**src/design/pwr_ctrl_consts.svh**
```systemverilog
// Purpose: constants for the power key, reset and lamp control ends
// Assumes: 100 MHz clock, 1 ms tick from a divider
// Notes: all times in ms; counts in ms ticks
`ifndef PWR_CTRL_CONSTS_SVH
`define PWR_CTRL_CONSTS_SVH
`define CLK_MHZ          100
// clocks per ms tick: CLK_MHZ * 1000 in silicon, kept short for simulation
`define MS_CYCLES        4
`define TURN_ON_MS       500
`define TURN_ON_MAX_MS   1000
`define TURN_OFF_MS      2500
`define TURN_OFF_MAX_MS  4000
`define DPLUS_MS         4000
`define RST_MIN_MS       50
`define RST_OFF_MS       2000
`define HOST_ON_MS       750
`define HOST_OFF_MS      3000
`define HOST_RST_MS      100
`define DEB_MS           5
`define POR_MS           10
`define REPORT_MS        1
`define SINGLE_ON_MS     100
`define SINGLE_OFF_MS    1800
`define FAST_ON_MS       125
`define FAST_OFF_MS      125
`define DOUBLE_ON_MS     100
`define DOUBLE_GAP_MS    100
`define DOUBLE_OFF_MS    1700
`define CNT_W            13
`endif

```
**src/design/pwr_ctrl_pkg.sv**
```systemverilog
// Purpose: shared types for the power control ends
// Assumes: nothing
// Notes: network states drive the lamp patterns
package pwr_ctrl_pkg;
   typedef enum logic [2:0] {
      NET_IDLE   = 3'b000,
      NET_3G_REG = 3'b001,
      NET_3G_DATA= 3'b010,
      NET_UPDATE = 3'b011,
      NET_SEARCH = 3'b100,
      NET_2G_REG = 3'b101,
      NET_2G_DATA= 3'b110
   } net_state_t;
   typedef enum logic [2:0] {
      PWR_OFF     = 3'b000,
      PWR_POR     = 3'b001,
      PWR_BOOT    = 3'b010,
      PWR_ON      = 3'b011,
      PWR_RST     = 3'b100
   } pwr_state_t;
endpackage

```
**src/design/pwr_ctrl_if.sv**
```systemverilog
// Purpose: pin bundle between host terminal and module control
// Assumes: one shared clock
// Notes: all pins are plain one-way levels
`timescale 1ns/1ps
interface pwr_ctrl_if;
   logic power_key_n;
   logic hw_reset_low_input;
   logic network_status_lamp;
   logic network_mode_lamp;
   logic usb_dplus_up;
   logic wake_host;
   logic sleep_ctrl;
   logic sleep_ctrl_driven;
   modport module_end (input power_key_n, hw_reset_low_input, sleep_ctrl, sleep_ctrl_driven,
                       output network_status_lamp, network_mode_lamp, usb_dplus_up,
                       wake_host);
   modport host_end (output power_key_n, hw_reset_low_input, sleep_ctrl, sleep_ctrl_driven,
                     input network_status_lamp, network_mode_lamp, usb_dplus_up, wake_host);
endinterface

```
**src/design/module_ctrl.sv**
```systemverilog
// Purpose: module end: power key, reset, boot, lamps, wake pins
// Assumes: host keeps its press and reset windows
// Notes: times counted on a 1 ms tick
`timescale 1ns/1ps
`include "pwr_ctrl_consts.svh"
module module_ctrl (
   // clock and reset
   input  wire logic                    i_ref_clk,
   input  wire logic                    i_nrst,
   // pins
   pwr_ctrl_if.module_end               pins,
   // internal status
   input  wire logic                    i_supply_ok,
   input  wire pwr_ctrl_pkg::net_state_t i_net_state,
   input  wire logic                    i_need_host,
   // status out
   output logic                         o_powered,
   output logic                         o_awake,
   output logic                         o_comms_en,
   output logic                         o_startup_report
);
   import pwr_ctrl_pkg::*;

   logic [16:0]    div;
   logic [16:0]    next_div;
   logic           tick;
   logic           next_tick;
   logic [1:0]     key_sync;
   logic [1:0]     rst_sync;
   logic [1:0]     slp_sync;
   logic [1:0]     drv_sync;
   logic [2:0]     key_deb;
   logic [2:0]     rst_deb;
   logic [`CNT_W-1:0] key_cnt;
   logic [`CNT_W-1:0] next_key_cnt;
   logic [`CNT_W-1:0] rst_cnt;
   logic [`CNT_W-1:0] next_rst_cnt;
   logic [`CNT_W-1:0] tmr;
   logic [`CNT_W-1:0] next_tmr;
   logic           key_low;
   logic           rst_low;
   logic           key_done;
   logic           next_key_done;
   logic           rst_armed;
   logic           next_rst_armed;
   pwr_state_t     st;
   pwr_state_t     next_st;
   logic           seen_drive;
   logic           next_seen_drive;
   logic [`CNT_W-1:0] blk;
   logic [`CNT_W-1:0] next_blk;
   logic           s_lamp;
   logic           m_lamp;
   logic           next_s_lamp;
   logic           next_m_lamp;
   logic           next_report;

   // 1 ms tick and input debounce on tick
   always_comb begin
      next_tick = 1'b0;
      next_div  = div + 17'h0_0001;
      if (div == 17'(`MS_CYCLES - 1)) begin
         next_div  = 17'h0_0000;
         next_tick = 1'b1;
      end
   end

   always_ff @(posedge i_ref_clk or negedge i_nrst) begin
      if (!i_nrst) begin
         div      <= 17'h0_0000;
         tick     <= 1'b0;
         key_sync <= 2'h3;
         rst_sync <= 2'h3;
         slp_sync <= 2'h3;
         drv_sync <= 2'h0;
         key_deb  <= 3'h7;
         rst_deb  <= 3'h7;
      end else begin
         div      <= next_div;
         tick     <= next_tick;
         key_sync <= {key_sync[0], pins.power_key_n};
         rst_sync <= {rst_sync[0], pins.hw_reset_low_input};
         slp_sync <= {slp_sync[0], pins.sleep_ctrl};
         drv_sync <= {drv_sync[0], pins.sleep_ctrl_driven};
         if (tick) begin
            key_deb <= {key_deb[1:0], key_sync[1]};
            rst_deb <= {rst_deb[1:0], rst_sync[1]};
         end
      end
   end

   assign key_low = (key_deb == 3'h0);
   assign rst_low = (rst_deb == 3'h0);

   // low-time counters from the falling edge
   always_comb begin
      next_key_cnt = key_cnt;
      next_rst_cnt = rst_cnt;
      if (!key_low) next_key_cnt = '0;
      else if (tick && key_cnt != '1) next_key_cnt = key_cnt + 1'b1;
      if (!rst_low) next_rst_cnt = '0;
      else if (tick && rst_cnt != '1) next_rst_cnt = rst_cnt + 1'b1;
   end

   // power sequencer
   always_comb begin
      next_st         = st;
      next_tmr        = tmr;
      next_key_done   = key_done & key_low;
      next_rst_armed  = rst_armed;
      next_report     = 1'b0;
      next_seen_drive = seen_drive | drv_sync[1];
      if (tick && tmr != '0) next_tmr = tmr - 1'b1;
      unique case (st)
         PWR_OFF: begin
            next_seen_drive = 1'b0;
            if (i_supply_ok && key_low && !key_done &&
                key_cnt >= `CNT_W'(`TURN_ON_MS)) begin
               next_st       = PWR_POR;
               next_key_done = 1'b1;
               next_tmr      = `CNT_W'(`POR_MS);
            end
         end
         PWR_POR: begin
            if (tmr == '0) begin
               next_st  = PWR_BOOT;
               next_tmr = `CNT_W'(`DPLUS_MS - `POR_MS);
            end
         end
         PWR_BOOT: begin
            if (tmr == '0) begin
               next_st     = PWR_ON;
               next_report = rst_armed;
               next_rst_armed = 1'b0;
            end
         end
         PWR_ON: begin
            if (key_low && !key_done && key_cnt >= `CNT_W'(`TURN_OFF_MS)) begin
               next_st       = PWR_OFF;
               next_key_done = 1'b1;
            end else if (rst_low) begin
               next_st = PWR_RST;
            end
         end
         PWR_RST: begin
            if (rst_cnt >= `CNT_W'(`RST_OFF_MS)) begin
               next_st = PWR_OFF;
            end else if (!rst_low) begin
               next_st  = rst_armed ? PWR_POR : PWR_ON;
               next_tmr = `CNT_W'(`POR_MS);
            end
            if (rst_low && rst_cnt >= `CNT_W'(`RST_MIN_MS)) next_rst_armed = 1'b1;
         end
         default: next_st = PWR_OFF;
      endcase
      if (!i_supply_ok) next_st = PWR_OFF;
   end

   // reset release: rst_cnt clears on release; armed reset reboots
   always_ff @(posedge i_ref_clk or negedge i_nrst) begin
      if (!i_nrst) begin
         st         <= PWR_OFF;
         tmr        <= '0;
         key_cnt    <= '0;
         rst_cnt    <= '0;
         key_done   <= 1'b0;
         rst_armed  <= 1'b0;
         seen_drive <= 1'b0;
      end else begin
         st         <= next_st;
         tmr        <= next_tmr;
         key_cnt    <= next_key_cnt;
         rst_cnt    <= next_rst_cnt;
         key_done   <= next_key_done;
         rst_armed  <= next_rst_armed;
         seen_drive <= next_seen_drive;
      end
   end

   // lamp patterns on a ms phase counter
   always_comb begin
      next_blk    = blk;
      next_s_lamp = 1'b0;
      next_m_lamp = 1'b0;
      if (tick) next_blk = blk + 1'b1;
      unique case (i_net_state)
         NET_3G_REG: begin
            if (blk >= `CNT_W'(`SINGLE_ON_MS + `SINGLE_OFF_MS - 1) && tick) next_blk = '0;
            next_s_lamp = (blk < `CNT_W'(`SINGLE_ON_MS));
         end
         NET_3G_DATA: next_s_lamp = 1'b1;
         NET_UPDATE: begin
            if (blk >= `CNT_W'(`FAST_ON_MS + `FAST_OFF_MS - 1) && tick) next_blk = '0;
            next_m_lamp = (blk < `CNT_W'(`FAST_ON_MS));
         end
         NET_SEARCH: begin
            if (blk >= `CNT_W'(2 * `DOUBLE_ON_MS + `DOUBLE_GAP_MS + `DOUBLE_OFF_MS - 1)
                && tick) next_blk = '0;
            next_m_lamp = (blk < `CNT_W'(`DOUBLE_ON_MS)) ||
                          (blk >= `CNT_W'(`DOUBLE_ON_MS + `DOUBLE_GAP_MS) &&
                           blk < `CNT_W'(2 * `DOUBLE_ON_MS + `DOUBLE_GAP_MS));
         end
         NET_2G_REG: begin
            if (blk >= `CNT_W'(`SINGLE_ON_MS + `SINGLE_OFF_MS - 1) && tick) next_blk = '0;
            next_m_lamp = (blk < `CNT_W'(`SINGLE_ON_MS));
         end
         NET_2G_DATA: next_m_lamp = 1'b1;
         default: next_blk = '0;
      endcase
      if (st != PWR_ON) begin
         next_s_lamp = 1'b0;
         next_m_lamp = 1'b0;
      end
   end

   always_ff @(posedge i_ref_clk or negedge i_nrst) begin
      if (!i_nrst) begin
         blk                      <= '0;
         s_lamp                   <= 1'b0;
         m_lamp                   <= 1'b0;
         pins.network_status_lamp <= 1'b1;
         pins.network_mode_lamp   <= 1'b1;
         pins.usb_dplus_up        <= 1'b0;
         pins.wake_host           <= 1'b0;
         o_powered                <= 1'b0;
         o_awake                  <= 1'b0;
         o_comms_en               <= 1'b0;
         o_startup_report         <= 1'b0;
      end else begin
         blk                      <= next_blk;
         s_lamp                   <= next_s_lamp;
         m_lamp                   <= next_m_lamp;
         pins.network_status_lamp <= ~s_lamp;
         pins.network_mode_lamp   <= ~m_lamp;
         pins.usb_dplus_up        <= (next_st == PWR_ON);
         pins.wake_host           <= (st == PWR_ON) && i_need_host;
         o_powered                <= (next_st != PWR_OFF);
         o_awake                  <= (st == PWR_ON) &&
                                     (!(seen_drive | drv_sync[1]) || slp_sync[1]);
         o_comms_en               <= (next_st == PWR_ON);
         o_startup_report         <= next_report;
      end
   end
endmodule

```
**src/flat_wrapper.sv**
```systemverilog
// flat-port wrapper written by rule: the top's interface ports become plain ports
module module_ctrl_flat import pwr_ctrl_pkg::*;
  (i_ref_clk, i_nrst, i_supply_ok, i_net_state, i_need_host, o_powered, o_awake, o_comms_en, o_startup_report, pins_power_key_n, pins_hw_reset_low_input, pins_sleep_ctrl, pins_sleep_ctrl_driven, pins_network_status_lamp, pins_network_mode_lamp, pins_usb_dplus_up, pins_wake_host);
  pwr_ctrl_if pins_i ();
  input  wire logic i_ref_clk;
  input  wire logic i_nrst;
  input  wire logic i_supply_ok;
  input  wire pwr_ctrl_pkg::net_state_t i_net_state;
  input  wire logic i_need_host;
  output logic o_powered;
  output logic o_awake;
  output logic o_comms_en;
  output logic o_startup_report;
  input wire logic [$bits(pins_i.power_key_n)-1:0] pins_power_key_n;
  input wire logic [$bits(pins_i.hw_reset_low_input)-1:0] pins_hw_reset_low_input;
  input wire logic [$bits(pins_i.sleep_ctrl)-1:0] pins_sleep_ctrl;
  input wire logic [$bits(pins_i.sleep_ctrl_driven)-1:0] pins_sleep_ctrl_driven;
  output wire logic [$bits(pins_i.network_status_lamp)-1:0] pins_network_status_lamp;
  output wire logic [$bits(pins_i.network_mode_lamp)-1:0] pins_network_mode_lamp;
  output wire logic [$bits(pins_i.usb_dplus_up)-1:0] pins_usb_dplus_up;
  output wire logic [$bits(pins_i.wake_host)-1:0] pins_wake_host;
  assign pins_i.power_key_n = pins_power_key_n;
  assign pins_i.hw_reset_low_input = pins_hw_reset_low_input;
  assign pins_i.sleep_ctrl = pins_sleep_ctrl;
  assign pins_i.sleep_ctrl_driven = pins_sleep_ctrl_driven;
  assign pins_network_status_lamp = pins_i.network_status_lamp;
  assign pins_network_mode_lamp = pins_i.network_mode_lamp;
  assign pins_usb_dplus_up = pins_i.usb_dplus_up;
  assign pins_wake_host = pins_i.wake_host;
  module_ctrl u_core (.i_ref_clk(i_ref_clk), .i_nrst(i_nrst), .pins(pins_i), .i_supply_ok(i_supply_ok), .i_net_state(i_net_state), .i_need_host(i_need_host), .o_powered(o_powered), .o_awake(o_awake), .o_comms_en(o_comms_en), .o_startup_report(o_startup_report));
endmodule
```
**config.mk**
```make
export PLATFORM = sky130hd
export DESIGN_NAME = module_ctrl_flat
export DESIGN_NICKNAME = d
export VERILOG_FILES = /design/src/design/pwr_ctrl_pkg.sv /design/src/design/pwr_ctrl_if.sv /design/src/design/module_ctrl.sv /design/src/flat_wrapper.sv
export VERILOG_INCLUDE_DIRS = /design/src /design/src/design
export SDC_FILE = /design/constraint.sdc
export NUM_CORES = 1
export LEC_CHECK = 0
export ABC_AREA = 1
export BUFFER_PORTS_ARGS = -buffer_cell sky130_fd_sc_hd__buf_2
export CAP_MARGIN = 20
export CORE_ASPECT_RATIO = 0.8
export CORE_MARGIN = 4
export CORE_UTILIZATION = 56
export DETAILED_ROUTE_END_ITERATION = 8
export PLACE_DENSITY = 0.83
export SLEW_MARGIN = 30
export SYNTH_ARGS = -nofsm -noshare
export SYNTH_HDL_FRONTEND = slang
export SYNTH_SLANG_ARGS = --single-unit
```
**constraint.sdc**
```tcl
create_clock -name i_ref_clk -period 1.6 [get_ports i_ref_clk]
set_input_delay 0.16 -clock i_ref_clk [delete_from_list [all_inputs] [get_ports i_ref_clk]]
set_output_delay 0.16 -clock i_ref_clk [all_outputs]
set_load 0.01 [all_outputs]
```
==> metrics.yaml, run 1 <==
clk_latency_ps: 360
synth_fp_nets: 713
nNetsFinal: 813
drive_gt1_share_pct: 29.3
fin_total_pwr_mw: 6.52
die_area_um2: 11400
initial_core_util_pct: 59.0
ant_nets: 0
hp-class: "input port to flip-flop"
syn-cell-area_um2: 5470
hpwl_mm: 8.77
clockRootBuffer: "clkbuf_16"
p_leak_nw: 3.30
rsz0062_at_grt: "true"
antenna_found_initial: 0
start_kind: "flip-flop"
wl_per_cell_um: 17.2
drc: 0
cp.required_ps: 1870
crit_chain: "nand2_1, nand2_1, buf_4, a21oi_1, o21ai_1, nand2_1, nand2_2, buf_8, a21oi_2"
path_common_cell: "nand2_1"
synth-edff-count: 0
vias: 5338
hold_start: "i_net_state[2]"
hold_viol_final: 0
grt_max_degree: 100
dp.cells: 863
synthArstFlopShare_pct: 100
rows: 31
drv_cap: 0
setup_viol: 18
ir_drop_v: 0.000826
tightest_slew_ps: 580
critical_path.max_stage_delay_ps: 460
slew_viol_final: 0
grtUsageTotal_pct: 24.5
grt_pass1_wl_mm: 22.5
clock.fmax_ghz: 0.574
final_core_util_pct: 76.4
wl_mm: 15.7
crit_slowest_cell: "dfrtp_2"
portBuffers: 18
drtIter0Drc: 667
synthMuxAreaShare_pct: 0
clkPwrFrac_pct: 37.2
sw_frac_of_total_pct: 28.1
die_h_um: 96.4
grt_overflow: 0
synth_compound_area_share_pct: 8.49
die_x_um: 119
drt-pass1-iter-count: 5
cts.sinks: 99
switchingPower_mw: 1.83
power.density_nw_per_um2: 921
synthXorXnorAreaFrac_pct: 5.92
internal_power_mw: 4.69
period_share_pct: 109
synth_top_family_by_area: "simple AND/OR/NAND/NOR gates"
syn_inst: 689
cts_tree: "built"
violations: "setup timing"
vias_per_cell: 5.87
crit_start: "u_core.blk[2]"
synthSimpleGateAreaFrac_pct: 29.2
syn_avg_cell_area_um2: 7.94
relSlewSlack_pct: 61.3
fin_cells: 909
finClkSkew_ps: 10.7
coreArea_um2: 9270
fin_crit_ps: 1740
pwr-share-seq_pct: 43.1
reg2reg_from: "u_core.blk[2]"
h-tree-depth: 3
arrival_ps: 2010
synth_ff_type: "dfrtp_1"
diodes: 0
clkTransAtPathRegs_ps: 70
io_pins: 19
gp_congestion: 0.972
yosysWarnings: 0
critical_path.endpoint_type: "flip-flop"
ys_ff_latch: 99
combinationalPowerShare_pct: 19.7
critPathKind: "flip-flop to flip-flop"
worstPathMaxFanout: 8
grt_pass1_vias: 4909
synth-seq-area-share_pct: 45.6
place_ws_ps: -111
ys_types: 42
status: "finished, violations left"
yosys.area_share.adder_pct: 2.97
cts_inserted_buffers: 9
clockBufferDepth: 2
syn2layout_area_growth_pct: 29.5
setup_ws_ps: -143
## cells in the mapped netlist (2+ instances only)
| cell type | n | area, um^2 |
|---|---|---|
| buf_4 | 2 | 15.0 |
| nor4_1 | 7 | 43.8 |
| nand4_1 | 15 | 93.8 |
| nand2_2 | 6 | 37.5 |
| nand2_1 | 150 | 563 |
| o211ai_1 | 3 | 22.5 |
| nor2_1 | 77 | 289 |
| o31ai_1 | 8 | 60.1 |
| o21ai_1 | 11 | 55.1 |
| nand3_1 | 58 | 290 |
| nand3_2 | 2 | 20.0 |
| inv_2 | 3 | 11.3 |
| buf_6 | 2 | 22.5 |
| o21bai_1 | 3 | 22.5 |
| buf_2 | 2 | 10.0 |
| ha_1 | 13 | 163 |
| nor2_2 | 9 | 56.3 |
| xor2_1 | 30 | 263 |
| a21oi_1 | 32 | 160 |
| inv_1 | 87 | 327 |
| dfstp_2 | 14 | 368 |
| o21ai_0 | 23 | 115 |
| xnor2_1 | 7 | 61.3 |
| or2_2 | 5 | 31.3 |
| nor3_1 | 12 | 60.1 |
| a31oi_1 | 2 | 12.5 |
| dfrtp_1 | 85 | 2130 |
| clkbuf_1 | 5 | 18.8 |
| or2_0 | 3 | 18.8 |
## cell families (layout without fill, tap and decap cells)
logic type      Yosys count  in the layout
compound gates           84             84
xor+xnor                 37             37
fa+ha+maj                13             13
buf+inv                 103            206
flops                    99             99
simple gates            353            355
## power groups by stage
stage	sequential (mW)	combinational, mW	clock [mW]
finish	2.81	1.29	2.42
global route	2.83	1.41	2.54
CTS	2.78	1.09	2.42
detailed placement	2.83	1.04	0
global placement	2.82	0.994	0
floorplan	2.84	0.607	0
## critical path, delay by kind of cell, from the launching register on
| family | cells | cell delay (ps) |
|---|---|---|
| AOI/OAI and AO/OA | 3 | 420 |
| buffers and inverters | 2 | 310 |
| DFF | 1 | 460 |
| and+or+nand+nor | 4 | 460 |
## layer usage
metal	part of all wire (%)	global-route usage, %
met3	7.5	6.23
met1	40	30.6
met5	0	0
met4	3.7	8.87
met2	49	42.0
## repair_timing
item	CTS	global route
hold buffers	5	0
pin swaps	8	34
gates cloned	0	2
buffers inserted	7	17
gates resized for setup	23	95
endpoints found under the setup margin	37	60
hold endpoints to repair	89	0
## layout make-up
class	count	area (um^2)
Fill cell	576	2190
Inverter	91	368
Clock inverter	4	72.6
Timing Repair Buffer	99	790
Clock buffer	12	256
Multi-Input combinational cell	489	2950
Sequential cell	99	2500
Tap cell	115	144
## per-stage QoR
stage          hold WS, ps  setup TNS [ps]  instance area (um^2)
2_1_floorplan         -136               0                  5470
3_3_place_gp           255            -262                  6070
3_5_place_dp           260           -1590                  6070
4_1_cts               5.02               0                  6580
5_1_grt               21.8           -3630                  7080
6_report              1.49            -970                  7080
## registers in the layout (all words and copies together), names as in the netlist, 3 cells and up
register / count
u_core.key_deb: 3
u_core.blk: 13
u_core.div: 17
u_core.st: 3
u_core.key_cnt: 13
u_core.rst_cnt: 13
u_core.tmr: 13
u_core.rst_deb: 3
## final timing paths
kind	to	slack, ps	depth (start not counted)
min in group asynchronous	u_core.blk[6]	370	3
min	u_core.s_lamp	1	2
max	u_core.blk[8]	-140	9
max reg2reg	u_core.blk[8]	-140	9
min reg2reg	u_core.pins.network_mode_lamp	350	1
max in group asynchronous	u_core.key_cnt[6]	700	3
## placed cells by master, fill, tap and decap left out, drive strengths merged, types with 5 or more instances in the layout
cell type / instances
nand2: 160
clkbuf: 12
o21ai: 34
nand4: 15
nand3: 60
nor2: 87
xor2: 30
a21oi: 32
nor4: 7
or2: 9
xnor2: 7
o31ai: 8
ha: 13
nor3: 14
dfrtp: 85
inv: 89
buf: 94
dfstp: 14
dlygate4sd3: 5
Note: power is estimated with default switching activity, not from simulation.
==> inputs of run 2 (changes only) <==
CORE_UTILIZATION = 60   (was 56)
PLACE_DENSITY = 0.84   (was 0.83)
clock period = 1.94 ns   (was 1.6 ns; I/O delays follow)
==> run 2 against run 1 <==
Against the previous run:
- the flow now finishes without violations
- critical path depth grew 2
- clock power is 26% lower
- combinational power down 47%
- non-clock buffer count is 60 lower
- register-to-register slack better by 270 ps
- total power fell by 26%
- sequential power is 16% lower
- routed wire length decreased by 27%
- flip-flop and latch count did not move
- critical endpoint is now u_core.rst_cnt[3]
- largest power group unchanged
==> metrics.yaml, run 2 (synthesis gave the netlist of run 1 again) <==
syn2layout_area_growth_pct: 12.3
setup_viol: 0  # -18
cts.sinks: 99  # unchanged
fin_crit_ps: 1810  # +71.5 ps
arrival_ps: 2070  # +60 ps
drc: 0  # unchanged
start_kind: "flip-flop"
min_to: "u_core.pins.wake_host"
grt_max_degree: 43  # -57%
worstPathBufferInverterCount: 1  # -1
min_path_cells: 3  # +1
crit_cells: 11  # +2
grt-busiest-layer: "met2"
dp.cells: 820  # -5.0%
whs_ps: 58.3  # +56.8 ps
diodes: 0  # unchanged
drv_cap: 0  # unchanged
crit_slowest_cell: "dfrtp_1"
die_x_um: 115  # -3.2%
clock.fmax_ghz: 0.551  # -3.9%
power.density_nw_per_um2: 785  # -15%
wl_mm: 11.5  # -27%
grt_pass1_wl_mm: 19.8  # -12%
portBuffers: 18  # unchanged
rows: 30  # -3.2%
drt-pass1-iter-count: 5  # unchanged
clkTransAtPathRegs_ps: 80  # about the same
vias: 4670  # -13%
clockBufferDepth: 2  # unchanged
status: "complete, no violations"
critPathKind: "flip-flop to flip-flop"
gr-usage-met1_pct: 31.7  # +1.1 points
worstPathMaxFanout: 9  # +1
largest_register_ffs: 17  # unchanged
design_area_um2: 6140  # -13%
drtIter0Drc: 405  # -39%
hold_viol_final: 0  # unchanged
nNetsFinal: 751  # -7.6%
reg2reg_to: "u_core.rst_cnt[3]"
grt_overflow: 0  # unchanged
hp-class: "input port to flip-flop"
finClkSkew_ps: 13.1  # +2.48 ps
ant_nets: 0  # unchanged
fin_total_pwr_mw: 4.83  # -26%
die_h_um: 93.4  # -3.1%
cts_inserted_buffers: 9  # unchanged
hold_start: "i_need_host"
slew_viol_final: 0  # unchanged
drive_gt1_share_pct: 13.3  # -16 points
io_pins: 19  # unchanged
setup_ws_ps: 126  # +268 ps
place_area_um2: 5740  # -5.4%
die_area_um2: 10700  # -6.2%
h-tree-depth: 3  # unchanged
period_share_pct: 93.5  # -15 points
initial_core_util_pct: 63.1  # +4.1 points
coreArea_um2: 8670  # -6.5%
tightest_slew_ps: 534  # -45.9 ps
crit_chain: "ha_2, nand3_1, nor2_4, nand2_2, nor2_2, nand2_2, nand2_4, nand2_8, clkinv_8, nand2_1, o31ai_1"
critical_path.endpoint_type: "flip-flop"
cp.required_ps: 2190  # +320 ps
antenna_found_initial: 0  # unchanged
wl_per_cell_um: 13.6  # -21%
r2r_slack_ps: 130  # +270 ps
gp_congestion: 0.967  # -0.50%
fill_cells: 672  # +17%
mostFrequentLayoutCells: "150 x nand2_1, 87 x inv_1, 85 x dfrtp_1"
ir_drop_v: 0.000796  # -3.6%
reg2regPathDepth: 11  # +2
path_common_cell: "nand2_2"
reg2reg_from: "u_core.rst_cnt[0]"
p_leak_nw: 2.94  # -11%
final_common_cell: "nand2_1"
relSlewSlack_pct: 64.4  # +3.1 points
cts_tree: "built"
path_delay_family: "simple AND/OR/NAND/NOR gates"
grtUsageTotal_pct: 22.8  # -1.7 points
regMostFlops: "u_core.div"
place_ws_ps: 107  # +218 ps
fin_cells: 844  # -7.2%
grt_pass1_vias: 4415  # -10%
grt_use_met2_pct: 35.8  # -6.2 points
hpwl_mm: 8.16  # -6.9%
clk_latency_ps: 350  # about the same
critical_path.max_stage_delay_ps: 390  # -70 ps
use_met3_pct: 4.72  # -1.5 points
vias_per_cell: 5.53  # -5.8%
clockRootBuffer: "clkbuf_16"
run 2: routing by layer:
metal / wire length (um) / up-vias
met5: 0 / -
li1: - / 2293
met4: 236 / 0
met3: 711 / 31
met1: 5300 / 2174
met2: 5220 / 172
run 2: worst max-delay path by stage:
stage,to,slack [ps],start
after global placement,u_core.key_cnt[4],200,u_core.key_cnt[0]
after CTS,u_core.tmr[9],90,u_core.tmr[0]
after floorplan,u_core.tmr[10],340,u_core.tmr[0]
after detailed placement,u_core.rst_cnt[6],110,u_core.rst_cnt[1]
after global routing,u_core.rst_cnt[3],-7,u_core.rst_cnt[0]
final,u_core.rst_cnt[3],130,u_core.rst_cnt[0]
run 2: worst reg2reg max path, cell delays in order (launching register included):
cell	delay, ps
dfrtp_1	390
ha_2	220
nand3_1	180
nor2_4	200
nand2_2	70
nor2_2	120
nand2_2	80
nand2_4	140
nand2_8	110
clkinv_8	80
nand2_1	50
o31ai_1	70
run 2: per-stage QoR:
stage	setup TNS [ps]	utilization, %
2_1_floorplan	0	-
3_3_place_gp	0	66.2
3_5_place_dp	0	66.2
4_1_cts	0	70.3
5_1_grt	-12.5	70.9
6_report	0	70.9
run 2: timing repair:
action                                 4_1_cts  5_1_grt
gates resized for setup                      0        7
setup endpoints to repair                    0       21
endpoints found under the hold margin       33        0
hold buffers                                 5        0
buffers inserted                             0        3
run 2: cell type report:
cell class                 count  area (um^2)  share of cell area [%]
timing repair buffer          39          275                    4.48
sequential                    99         2490                    40.6
clock inverter                 6         68.8                    1.12
tap                          112          140                    2.28
inverter                      91          357                    5.80
clock buffer                  10          239                    3.89
multi-input combinational    487         2570                    41.8
run 2: where the power goes:
group          internal, mW  switching, mW
Sequential             2.20          0.147
Combinational         0.271          0.407
Clock                 0.946          0.855
